### config.mk
export PLATFORM = sky130hd
export DESIGN_NAME = sfe_front_end
export DESIGN_NICKNAME = d
export VERILOG_FILES = /design/src/sfe_pkg.sv /design/src/sfe_stream_if.sv /design/src/sfe_fifo.sv /design/src/sfe_front_end.sv
export SDC_FILE = /design/constraint.sdc
export NUM_CORES = 1
export LEC_CHECK = 0
export BUFFER_PORTS_ARGS = -buffer_cell sky130_fd_sc_hd__buf_2
export CAP_MARGIN = 20
export CORE_AREA = 2 2 154 156
export DETAILED_ROUTE_END_ITERATION = 16
export DIE_AREA = 0 0 156 158
export GPL_TIMING_DRIVEN = 0
export HOLD_SLACK_MARGIN = 0.08
export PLACE_DENSITY = 0.67
export SYNTH_ARGS = -nofsm -noshare
export SYNTH_HDL_FRONTEND = slang
export SYNTH_SLANG_ARGS = --single-unit
### constraint.sdc
create_clock -name i_sys_clk -period 4.1 [get_ports i_sys_clk]
set_input_delay 0.82 -clock i_sys_clk [delete_from_list [all_inputs] [get_ports i_sys_clk]]
set_output_delay 0.82 -clock i_sys_clk [all_outputs]
set_load 0.01 [all_outputs]
### src/sfe_pkg.sv
/*
   Constants shared by the serial flash front end: framing, page
   layout, security area, FIFO shape and internal cycle timing.
   Assumes a 100 MHz system clock that oversamples the serial link.
*/
// Notes on behaviour
// - Select fall starts, rise ends each frame.
// - Deselected means standby, output line released.
// - Deselected device ignores serial input entirely.
// - Standby waits for self-timed cycle completion.
// - Input bits sampled on serial clock rise.
// - Output bits launched on serial clock fall.
// - Works with either idle clock polarity.
// - Page is 256 or 264 bytes, default 264.
// - Main array holds 1024 pages.
// - Program and erase cycles timed internally.
// - One page buffer accepts data during programming.
// - Direct program of one to page bytes.
// - 128-byte security area, 64 bytes user writable.
package sfe_pkg;
   // ---------------------------------------------------------------
   // Framing and states.
   // ---------------------------------------------------------------
   localparam int BYTE_BITS = 8;
   localparam int ADDR_BYTES = 3;
   typedef enum logic [1:0] {
      SFE_IDLE = 2'b00,
      SFE_CMD = 2'b01,
      SFE_ADDR = 2'b11,
      SFE_DATA = 2'b10
   } sfe_state_type;
   // ---------------------------------------------------------------
   // Array organisation.
   // ---------------------------------------------------------------
   localparam int PAGES = 1024;
   localparam logic [8:0] PAGE_LONG = 9'h108;
   localparam logic [8:0] PAGE_SHORT = 9'h100;
   localparam logic PAGE_256_RESET = 1'b0;
   localparam int SEC_BYTES = 128;
   localparam logic [6:0] SEC_USER_BASE = 7'h40;
   // ---------------------------------------------------------------
   // Buffering and timing.
   // ---------------------------------------------------------------
   localparam int FIFO_WIDTH = 8;
   localparam int FIFO_DEPTH = 16;
   localparam int CLK_MHZ = 100;
   localparam int PROG_TIME_US = 3000;
   localparam int PROG_CYCLES = PROG_TIME_US * CLK_MHZ;
endpackage

### src/sfe_stream_if.sv
/*
   Valid/ready byte stream between the front end and its FIFO.
   Assumes both ends share one clock.
*/
interface sfe_stream_if;
   logic valid;
   logic ready;
   logic [sfe_pkg::FIFO_WIDTH-1:0] data;
   modport src (output valid, output data, input ready);
   modport snk (input valid, input data, output ready);
endinterface

### src/sfe_fifo.sv
/*
   Flip-flop FIFO with valid/ready on both sides.
   Assumes one clock and a synchronous active-low reset.
*/
module sfe_fifo #(
   parameter int WIDTH = 8,
   parameter int DEPTH = 16
) (
   input wire logic i_sys_clk,
   input wire logic i_resetn,
   sfe_stream_if.snk in_s,
   sfe_stream_if.src out_s
);
   localparam int AW = $clog2(DEPTH);
   logic [WIDTH-1:0] mem_q [DEPTH];
   logic [WIDTH-1:0] mem_d [DEPTH];
   logic [AW:0] wp_q, wp_d, rp_q, rp_d;
   logic push, pop, full, empty;

   // ---------------------------------------------------------------
   // Pointer arithmetic; one extra bit tells full from empty.
   // ---------------------------------------------------------------
   assign full = (wp_q[AW] != rp_q[AW]) && (wp_q[AW-1:0] == rp_q[AW-1:0]);
   assign empty = (wp_q == rp_q);
   assign in_s.ready = !full;
   assign out_s.valid = !empty;
   assign out_s.data = mem_q[rp_q[AW-1:0]];
   assign push = in_s.valid && !full;
   assign pop = out_s.ready && !empty;

   // Next pointer and storage values.
   always_comb begin
      wp_d = push ? wp_q + 1'b1 : wp_q;
      rp_d = pop ? rp_q + 1'b1 : rp_q;
      for (int i = 0; i < DEPTH; i++) begin
         mem_d[i] = mem_q[i];
      end
      if (push) begin
         mem_d[wp_q[AW-1:0]] = in_s.data;
      end
   end

   // Registers only; storage needs no reset.
   always_ff @(posedge i_sys_clk) begin
      if (!i_resetn) begin
         wp_q <= '0;
         rp_q <= '0;
      end else begin
         wp_q <= wp_d;
         rp_q <= rp_d;
      end
      mem_q <= mem_d;
   end
endmodule

### src/sfe_front_end.sv
/*
   Serial flash front end: select framing, link sampling, output
   launch, header decode, data buffering and internal cycle timing.
   Assumes the link pins are asynchronous and that the link clock
   is slow enough (80 ns or more) to be oversampled by the system clock.
*/
module sfe_front_end #(
   parameter int PROG_CYCLES = sfe_pkg::PROG_CYCLES
) (
   input wire logic i_sys_clk,
   input wire logic i_resetn,
   input wire logic i_sel_n,
   input wire logic i_sck,
   input wire logic i_si,
   output logic o_so,
   output logic o_so_oe,
   input wire logic i_cfg_256,
   input wire logic i_timed_op,
   input wire logic [7:0] i_tx_data,
   output logic o_tx_req,
   output logic o_cmd_valid,
   output logic [7:0] o_cmd,
   output logic [9:0] o_page,
   output logic [8:0] o_col,
   output logic o_page_256,
   output logic o_sec_user,
   output logic o_rx_valid,
   output logic [7:0] o_rx_data,
   input wire logic i_rx_ready,
   output logic o_overrun,
   output logic [8:0] o_prog_count,
   output logic o_busy,
   output logic o_standby
);
   // ---------------------------------------------------------------
   // Pin synchronisers.
   // ---------------------------------------------------------------
   logic [2:0] meta_q, sync_q, old_q;
   logic sel_n, sck, si, sck_old, sel_old;
   logic rise, fall, frame_start, frame_end;

   // The first stage is read only by the second.
   always_ff @(posedge i_sys_clk) begin
      if (!i_resetn) begin
         meta_q <= 3'h7;
         sync_q <= 3'h7;
         old_q <= 3'h7;
      end else begin
         meta_q <= {i_sel_n, i_sck, i_si};
         sync_q <= meta_q;
         old_q <= sync_q;
      end
   end

   assign sel_n = sync_q[2];
   assign sck = sync_q[1];
   assign si = sync_q[0];
   assign sel_old = old_q[2];
   assign sck_old = old_q[1];
   // Edges only count while selected, so the idle level is irrelevant.
   assign rise = !sel_n && sck && !sck_old;
   assign fall = !sel_n && !sck && sck_old;
   assign frame_start = !sel_n && sel_old;
   assign frame_end = sel_n && !sel_old;

   // ---------------------------------------------------------------
   // Page geometry decode, shared by address and count logic.
   // ---------------------------------------------------------------
   function automatic logic [8:0] page_len(input logic short_page);
      page_len = short_page ? sfe_pkg::PAGE_SHORT : sfe_pkg::PAGE_LONG;
   endfunction

   function automatic logic [9:0] page_of(input logic [23:0] a, input logic s);
      page_of = s ? a[17:8] : a[18:9];
   endfunction

   function automatic logic [8:0] col_of(input logic [23:0] a, input logic s);
      col_of = s ? {1'b0, a[7:0]} : a[8:0];
   endfunction

   // ---------------------------------------------------------------
   // Frame state, shifting and header capture.
   // ---------------------------------------------------------------
   sfe_pkg::sfe_state_type st_q, st_d;
   logic [2:0] bit_q, bit_d;
   logic [7:0] rx_q, rx_d;
   logic [1:0] abyte_q, abyte_d;
   logic [23:0] addr_q, addr_d;
   logic [7:0] cmd_q, cmd_d;
   logic cmd_v_q, cmd_v_d;
   logic [8:0] col_q, col_d;
   logic [8:0] cnt_q, cnt_d;
   logic push_q, push_d;
   logic [7:0] push_data_q, push_data_d;
   logic [7:0] tx_q, tx_d;
   logic seen_rise_q, seen_rise_d;
   logic tx_req_q, tx_req_d;
   logic page_256_q, page_256_d;
   logic ovr_q, ovr_d;
   logic [7:0] nbyte;
   logic byte_done;

   // Stream carriers to the receive buffer, declared before the framing logic reads them.
   sfe_stream_if fifo_in ();
   sfe_stream_if fifo_out ();

   assign nbyte = {rx_q[6:0], si};
   assign byte_done = rise && (bit_q == 3'h7);

   // Next-value logic for the framing path.
   always_comb begin
      st_d = st_q;
      bit_d = bit_q;
      rx_d = rx_q;
      abyte_d = abyte_q;
      addr_d = addr_q;
      cmd_d = cmd_q;
      cmd_v_d = 1'b0;
      col_d = col_q;
      cnt_d = cnt_q;
      push_d = 1'b0;
      push_data_d = push_data_q;
      tx_d = tx_q;
      seen_rise_d = seen_rise_q;
      tx_req_d = 1'b0;
      page_256_d = page_256_q | i_cfg_256;
      ovr_d = ovr_q;
      if (frame_start) begin
         st_d = sfe_pkg::SFE_CMD;
         bit_d = 3'h0;
         abyte_d = 2'h0;
         cnt_d = 9'h000;
         tx_d = 8'h00;
         seen_rise_d = 1'b0;
         ovr_d = 1'b0;
      end else if (sel_n) begin
         st_d = sfe_pkg::SFE_IDLE;
      end else begin
         if (rise) begin
            rx_d = nbyte;
            bit_d = bit_q + 3'h1;
            seen_rise_d = 1'b1;
         end
         // A fall before any rise (idle-high clock) launches nothing.
         if (fall && seen_rise_q) begin
            if (bit_q == 3'h0) begin
               tx_d = i_tx_data;
               tx_req_d = 1'b1;
            end else begin
               tx_d = {tx_q[6:0], 1'b0};
            end
         end
         if (byte_done) begin
            unique case (st_q)
               sfe_pkg::SFE_IDLE: begin
                  st_d = sfe_pkg::SFE_IDLE;
               end
               sfe_pkg::SFE_CMD: begin
                  cmd_d = nbyte;
                  cmd_v_d = 1'b1;
                  st_d = sfe_pkg::SFE_ADDR;
               end
               sfe_pkg::SFE_ADDR: begin
                  addr_d = {addr_q[15:0], nbyte};
                  abyte_d = abyte_q + 2'h1;
                  if (abyte_q == 2'(sfe_pkg::ADDR_BYTES - 1)) begin
                     col_d = col_of({addr_q[15:0], nbyte}, page_256_q);
                     st_d = sfe_pkg::SFE_DATA;
                  end
               end
               sfe_pkg::SFE_DATA: begin
                  push_d = 1'b1;
                  push_data_d = nbyte;
                  // Column wraps inside the page, as a page buffer does.
                  if (col_q == page_len(page_256_q) - 9'h001) begin
                     col_d = 9'h000;
                  end else begin
                     col_d = col_q + 9'h001;
                  end
                  // Count saturates at one full page.
                  if (cnt_q != page_len(page_256_q)) begin
                     cnt_d = cnt_q + 9'h001;
                  end
               end
            endcase
         end
      end
      if (push_q && !fifo_in.ready) begin
         ovr_d = 1'b1;
      end
   end

   // Registers for the framing path.
   always_ff @(posedge i_sys_clk) begin
      if (!i_resetn) begin
         st_q <= sfe_pkg::SFE_IDLE;
         bit_q <= 3'h0;
         rx_q <= 8'h00;
         abyte_q <= 2'h0;
         addr_q <= 24'h000000;
         cmd_q <= 8'h00;
         cmd_v_q <= 1'b0;
         col_q <= 9'h000;
         cnt_q <= 9'h000;
         push_q <= 1'b0;
         push_data_q <= 8'h00;
         tx_q <= 8'h00;
         seen_rise_q <= 1'b0;
         tx_req_q <= 1'b0;
         page_256_q <= sfe_pkg::PAGE_256_RESET;
         ovr_q <= 1'b0;
      end else begin
         st_q <= st_d;
         bit_q <= bit_d;
         rx_q <= rx_d;
         abyte_q <= abyte_d;
         addr_q <= addr_d;
         cmd_q <= cmd_d;
         cmd_v_q <= cmd_v_d;
         col_q <= col_d;
         cnt_q <= cnt_d;
         push_q <= push_d;
         push_data_q <= push_data_d;
         tx_q <= tx_d;
         seen_rise_q <= seen_rise_d;
         tx_req_q <= tx_req_d;
         page_256_q <= page_256_d;
         ovr_q <= ovr_d;
      end
   end

   // ---------------------------------------------------------------
   // Self-timed cycle and standby.
   // ---------------------------------------------------------------
   logic [31:0] tmr_q, tmr_d;
   logic busy_q, busy_d;
   logic armed_q, armed_d;

   // The cycle starts only when select ends a self-timed command, so
   // the host never has to clock the device through it.
   always_comb begin
      tmr_d = tmr_q;
      busy_d = busy_q;
      armed_d = armed_q;
      if (frame_start) begin
         armed_d = 1'b0;
      end
      if (cmd_v_q) begin
         armed_d = i_timed_op;
      end
      if (frame_end && armed_q && !busy_q) begin
         busy_d = 1'b1;
         tmr_d = 32'(PROG_CYCLES - 1);
         armed_d = 1'b0;
      end else if (busy_q) begin
         if (tmr_q == 32'h00000000) begin
            busy_d = 1'b0;
         end else begin
            tmr_d = tmr_q - 32'h00000001;
         end
      end
   end

   // Registers for the cycle timer.
   always_ff @(posedge i_sys_clk) begin
      if (!i_resetn) begin
         tmr_q <= 32'h00000000;
         busy_q <= 1'b0;
         armed_q <= 1'b0;
      end else begin
         tmr_q <= tmr_d;
         busy_q <= busy_d;
         armed_q <= armed_d;
      end
   end

   // ---------------------------------------------------------------
   // Receive buffer; it keeps filling while a cycle runs.
   // ---------------------------------------------------------------
   assign fifo_in.valid = push_q;
   assign fifo_in.data = push_data_q;
   assign fifo_out.ready = i_rx_ready;

   sfe_fifo #(
      .WIDTH(sfe_pkg::FIFO_WIDTH),
      .DEPTH(sfe_pkg::FIFO_DEPTH)
   ) u_fifo (
      .i_sys_clk(i_sys_clk),
      .i_resetn(i_resetn),
      .in_s(fifo_in),
      .out_s(fifo_out)
   );

   // ---------------------------------------------------------------
   // Outputs.
   // ---------------------------------------------------------------
   // Output line is driven only while selected; released otherwise.
   assign o_so_oe = !sel_n;
   assign o_so = tx_q[7];
   assign o_tx_req = tx_req_q;
   assign o_cmd_valid = cmd_v_q;
   assign o_cmd = cmd_q;
   assign o_page = page_of(addr_q, page_256_q);
   assign o_col = col_q;
   assign o_page_256 = page_256_q;
   // Only the upper half of the security area is user writable.
   assign o_sec_user = (addr_q[23:7] == 17'h00000) &&
      (addr_q[6:0] >= sfe_pkg::SEC_USER_BASE);
   assign o_rx_valid = fifo_out.valid;
   assign o_rx_data = fifo_out.data;
   assign o_overrun = ovr_q;
   assign o_prog_count = cnt_q;
   assign o_busy = busy_q;
   // Standby is deferred while a self-timed cycle is still running.
   // The delayed select hides the one cycle before busy is registered.
   assign o_standby = sel_n && sel_old && !busy_q;
endmodule

# Yosys cells after proc, flatten, opt, wreduce, memory -nomap -nowiden
# Cells that the tools add are included.
[totals]
register_bits = 267
input_bits = 16
[classes]
add_sub_neg = 8
n_lt_le_gt_ge = 4
n_eq_ne = 13
n_mux = 30
bitwise_logic = 9
n_reduce_logical = 54
[op_table]
columns = ["cell", "n"]
rows = [
  ["bitwise mux 128 bit", 1],
  ["2-to-1 mux 19 bit", 3],
  ["binary-select mux 8 bit (select 4 bit)", 1],
  ["demux 8 bit (select 4 bit)", 1],
  ["zero test 32 bit", 1],
  ["2-to-1 mux 8 bit", 4],
  ["subtractor 32 x 1 -> 32 bit (second input constant)", 1],
  ["2-to-1 mux 9 bit", 3],
  ["adder 9 x 1 -> 9 bit (second input constant)", 2],
  ["logical AND 1 bit", 18],
  ["case mux 9 bit (2 select lines)", 1],
  ["zero test 17 bit", 1],
  ["AND reduction 4 bit", 4],
  ["2-to-1 mux 1 bit", 12],
  ["AND reduction 3 bit", 4],
  ["adder 5 x 1 -> 5 bit (second input constant)", 2],
  ["greater-or-equal comparator 5 bit (second input constant)", 2],
  ["2-to-1 mux 10 bit", 1],
  ["NOT 4 -> 5 bit", 2],
  ["== test 9 bit", 1],
  ["!= test 9 bit", 1],
  ["subtractor 9 x 1 -> 9 bit (second input constant)", 1],
  ["AND reduction 2 bit", 4],
  ["nonzero test 2 bit", 4],
  ["26 further kinds", 43],
]

# Longest topological paths before layout
[depth]
word_depth = 7
depth_mapped = 9

# Cells and area by module
# Synthesis repeated with hierarchy kept, for this count alone.
[unflattened]
hier_cells = 941
hier_area_um2 = 11279.6
[modules_own_cells]
columns = ["mod", "n_inst", "cells_each", "area_per_inst_um2", "seq_area_each_um2"]
rows = [
  ["sfe_front_end", 1, 665, 5729.2, 2562.5],
  ["sfe_fifo", 1, 276, 5550.3, 4043.9],
]

# Worst setup path before layout
# No wires, ideal clock.
[synth_timing]
kind = "register -> output"
startpoint = "register u_fifo.rp_q[0]"
endpoint = "output port o_rx_data[0]"
t_arrival_ps = 2019
slack_ps = 1261
stages_incl_launch_ff = 5
cell_sequence = "dfxtp_1 -> clkbuf_1 -> buf_2 -> mux4_2 -> mux4_2"
[synth_between]
elab_chain_len = 4
[synth_rtl]
columns = ["item", "line_no", "rtl"]
rows = [
  ["from (decl)", "sfe_fifo.sv:17", "logic [AW:0] wp_q, wp_d, rp_q, rp_d;"],
  ["from (signal assigned)", "sfe_fifo.sv:50", "rp_q <= rp_d;"],
  ["NOT 4 -> 5 bit (implied by the code)", "sfe_fifo.sv:27", "assign out_s.data = mem_q[rp_q[AW-1:0]];"],
  ["binary-select mux 8 bit (select 4 bit)", "sfe_fifo.sv:27", ""],
  ["2-to-1 mux 8 bit (implied by the code) (2 in a row)", "sfe_fifo.sv:27", ""],
  ["to (decl)", "sfe_front_end.sv:28", "output logic [7:0] o_rx_data,"],
]
# Every way passes these cells. The select of a mux whose other input is x is not followed.

# Final worst setup path
[layout_timing]
startpoint = "register u_fifo.rp_q[0]"
endpoint = "output port o_rx_data[3]"
# The elaborated chain is that of the path after synthesis.

==> impl_results.md <==
- Outcome: completed
- Routed len/inst: 18.68 um
- Grt total ovfl: 0
- Worst-Margin Slew: 0.8850 ns
- Synth Instances: 963
- Critical Path Max Stage Delay: 0.60 ns
- Placed instance area: 0.01205 mm^2
- Remaining antenna violation count: 0
- Fmax achieved: 253.9 MHz
- Final TNS setup: 0 ns
- Yosys top cell by area: edfxtp_1
- Number of flops mapped to enable cells by yosys: 128
- Pleak: 4.697 nW
- Clock Sinks: 266
- Synthesis-to-finish area growth: 13.64%
- Syn nets: 997
- Final instance area: 0.01289 mm^2
- Cells after DPL: 1322
- Final slew viol count: 0
- Peak supply drop: 0.2355 mV
- Final WL: 25640 um
- Clock Tree Root: clkbuf_16
- Post-DP HPWL: 17550 um
- PostCTS Resize Cnt: 0
- Number of buffers added on ports: 68
- Worst Path Required: 3.28 ns
- Seq/Total Area, Yosys: 0.5825
- CP Class: flip-flop to output port
- Power Density: 396.8 mW/mm^2
- Worst-path fanout max: 10
- Final instance count without filler cells: 1373
- CTS tree: yes
- First-pass GRT wire length: 41080 um
- Die Y-Extent: 158 um
- Number of global-route vias before repair: 7601
- Critical-path cell list: clkbuf_1, buf_2, mux4_2, mux4_2, buf_2
- Final period util: 0.9606
- Period minus WS final: 3.939 ns
- Post-CTS Hold Buffers: 0
- Cell area after synthesis: 0.01134 mm^2
- Max-cap violations: 0
- Syn Area/Cell: 11.78 um^2
- # rows: 56
- Top-area cell type share of the netlist area: 0.3389
- Total track usage: 0.2112
- WP data arrival: 3.12 ns
- YS warnings: 0
- Most frequent cell after synthesis: dfxtp_1
- Seq cells post-synth: 266
- WL met3: 1375 um
- Main synth FF type: dfxtp_1
- Clock Latency Late Sink: 0.52 ns
- H-tree depth: 1
- Metal-1 WL: 11450 um
- DR iter-0 viols: 658
- RSZ-0062 raised after global routing: no
- CP delay by family, top: buffers and inverters
- Worst Setup End Kind: output port
- GPL Wtd Cong: 0.8305
- Ratio of cells with drive above 1 in the final layout: 0.1708
- Cell variety after synth: 65
- Reg clk slew, reported paths: 0.06 ns
- Via density: 5.723
- Starting Density: 0.4920
- Clk_skew: 0.007787 ns
- Met2 wire length: 12450 um
- Synth area leaders: edfxtp_1 34%, dfxtp_1 24%, mux4_2 7.9%
- Largest net degree at the start of global routing: 18
- I/O Pins: 70
- Die area: 0.02465 mm^2
- Most frequent cells after synthesis: 138 x dfxtp_1, 128 x edfxtp_1, 114 x nand2_1
- Initial antenna violation count: 0
- Worst path slowest cell: mux4_2
- Final Net Count: 1097
- Final antenna diode count: 0
- Total CTS buffers: 27
- DR vias: 7857
- Final setup viols: 0
- Post-CTS setup buffers: 0
- Slew HR: 0.4055
- Count of final hold-check violations: 0
- Ys async rst share: 0
- Worst Path Buf+Inv: 3
- Core area: 0.02305 mm^2
- Startpoint Class: flip-flop
- Die width: 156 um
- Top Layer Used: met4
- # DRC: 0
- DRT Pass-1 Iters: 5
- CTS Buffer Depth: 3
- Worst Hold Class: flip-flop to flip-flop
==> power breakdown <==
group	internal [mW]	switching (mW)	total, mW
logic	0.0195	0.0448	0.0643
clock network	1.32	0.965	2.28
registers	2.76	0.00305	2.77
==> worst reg2reg max path, stage by stage (launching register included) <==
cell      delay (ns)
dfxtp_1         0.33
clkbuf_1        0.54
xor2_1          0.23
nor4_2          0.11
a21boi_1        0.52
nand2_1         0.23
nor3_1          0.72
buf_4           0.28
==> cells by family after synthesis <==
group / share of synthesized area
and+or+nand+nor: 0.1617
muxes: 0.1053
xor gates and xnor gates: 0.01853
DFF: 0.5825
buffers and inverters: 0.02659
adders and majority gates: 0.01986
AOI/OAI and AO/OA: 0.08550
==> registers in the layout, indices dropped and copies added, names as in the netlist, 2 cells and up <==
name          count
meta_q            3
u_fifo.rp_q       5
rx_q              7
addr_q           24
old_q             2
u_fifo.mem_q    128
fifo_in.data      8
tx_q              8
sync_q            3
tmr_q            32
o_cmd             8
st_q              2
o_prog_count      9
u_fifo.wp_q       5
o_col             9
abyte_q           2
bit_q             3
==> per-layer routing <==
metal	vias up	GRT usage
li1	3790	-
met1	3829	0.2880
met2	208	0.3584
met3	30	0.03449
met4	0	0.04631
met5	-	0
==> path summary, 6_finish.rpt <==
| check | from | endpoint | slack [ns] | cells after the start |
|---|---|---|---|---|
| hold reg to reg | meta_q[2]$_SDFF_PN1_ | sync_q[2]$_SDFF_PN1_ | 0.41 | 1 |
| setup / recovery | u_fifo.rp_q[0]$_SDFFE_PN0P_ | o_rx_data[3] | 0.16 | 5 |
| setup reg to reg | u_fifo.rp_q[0]$_SDFFE_PN0P_ | u_fifo.mem_q[97]$_DFFE_PP_ | 0.87 | 7 |
| hold / removal | meta_q[2]$_SDFF_PN1_ | sync_q[2]$_SDFF_PN1_ | 0.41 | 1 |
==> cells in the final DEF, fill, tap and decap left out, types with 6 or more instances in the layout <==
cell / netlist / final
buf_2: 7 / 75
mux4_2: 40 / 40
nand3_1: 35 / 35
nor2b_1: 6 / 6
ha_1: 18 / 18
or4_1: 9 / 9
dfxtp_1: 138 / 138
mux2_2: 10 / 10
a21oi_1: 73 / 73
o21ai_0: 12 / 12
a211oi_1: 10 / 10
clkbuf_16: 0 / 27
a311oi_1: 8 / 8
xnor2_1: 8 / 8
and3_1: 21 / 21
mux2i_1: 18 / 18
edfxtp_1: 128 / 128
a31oi_1: 12 / 12
xor2_1: 16 / 16
nor4_1: 7 / 7
nor3_1: 12 / 12
clkbuf_1: 45 / 54
nand2b_1: 15 / 15
or3_1: 7 / 7
nor2_1: 76 / 76
nand2_1: 114 / 114
nand4_1: 19 / 19
a41o_1: 6 / 6
inv_1: 18 / 18
==> stage by stage <==
step,power [mW],setup slack [ns],hold slack [ns],util
final,5.113,0.1614,0.4075,0.5591
after floorplan,2.861,1.261,0.3863,-
after global routing,5.265,0.005585,0.4203,0.5591
after global placement,2.888,0.6536,0.3904,0.5225
after detailed placement,2.888,0.6442,0.3917,0.5228
after CTS,5.154,0.09717,0.4073,0.5585
==> layout make-up <==
| class | count | area (um^2) |
|---|---|---|
| clock buffers | 44 | 795.8 |
| well taps | 290 | 362.8 |
| fillers | 1952 | 10160 |
| inverters | 18 | 67.56 |
| multi-input cells | 621 | 4433 |
| plain buffers | 58 | 234.0 |
| clock inverters | 5 | 27.53 |
| flip-flops and latches | 266 | 6606 |
| repair buffers | 71 | 360.3 |
Note: power is estimated with default switching activity, not from simulation.
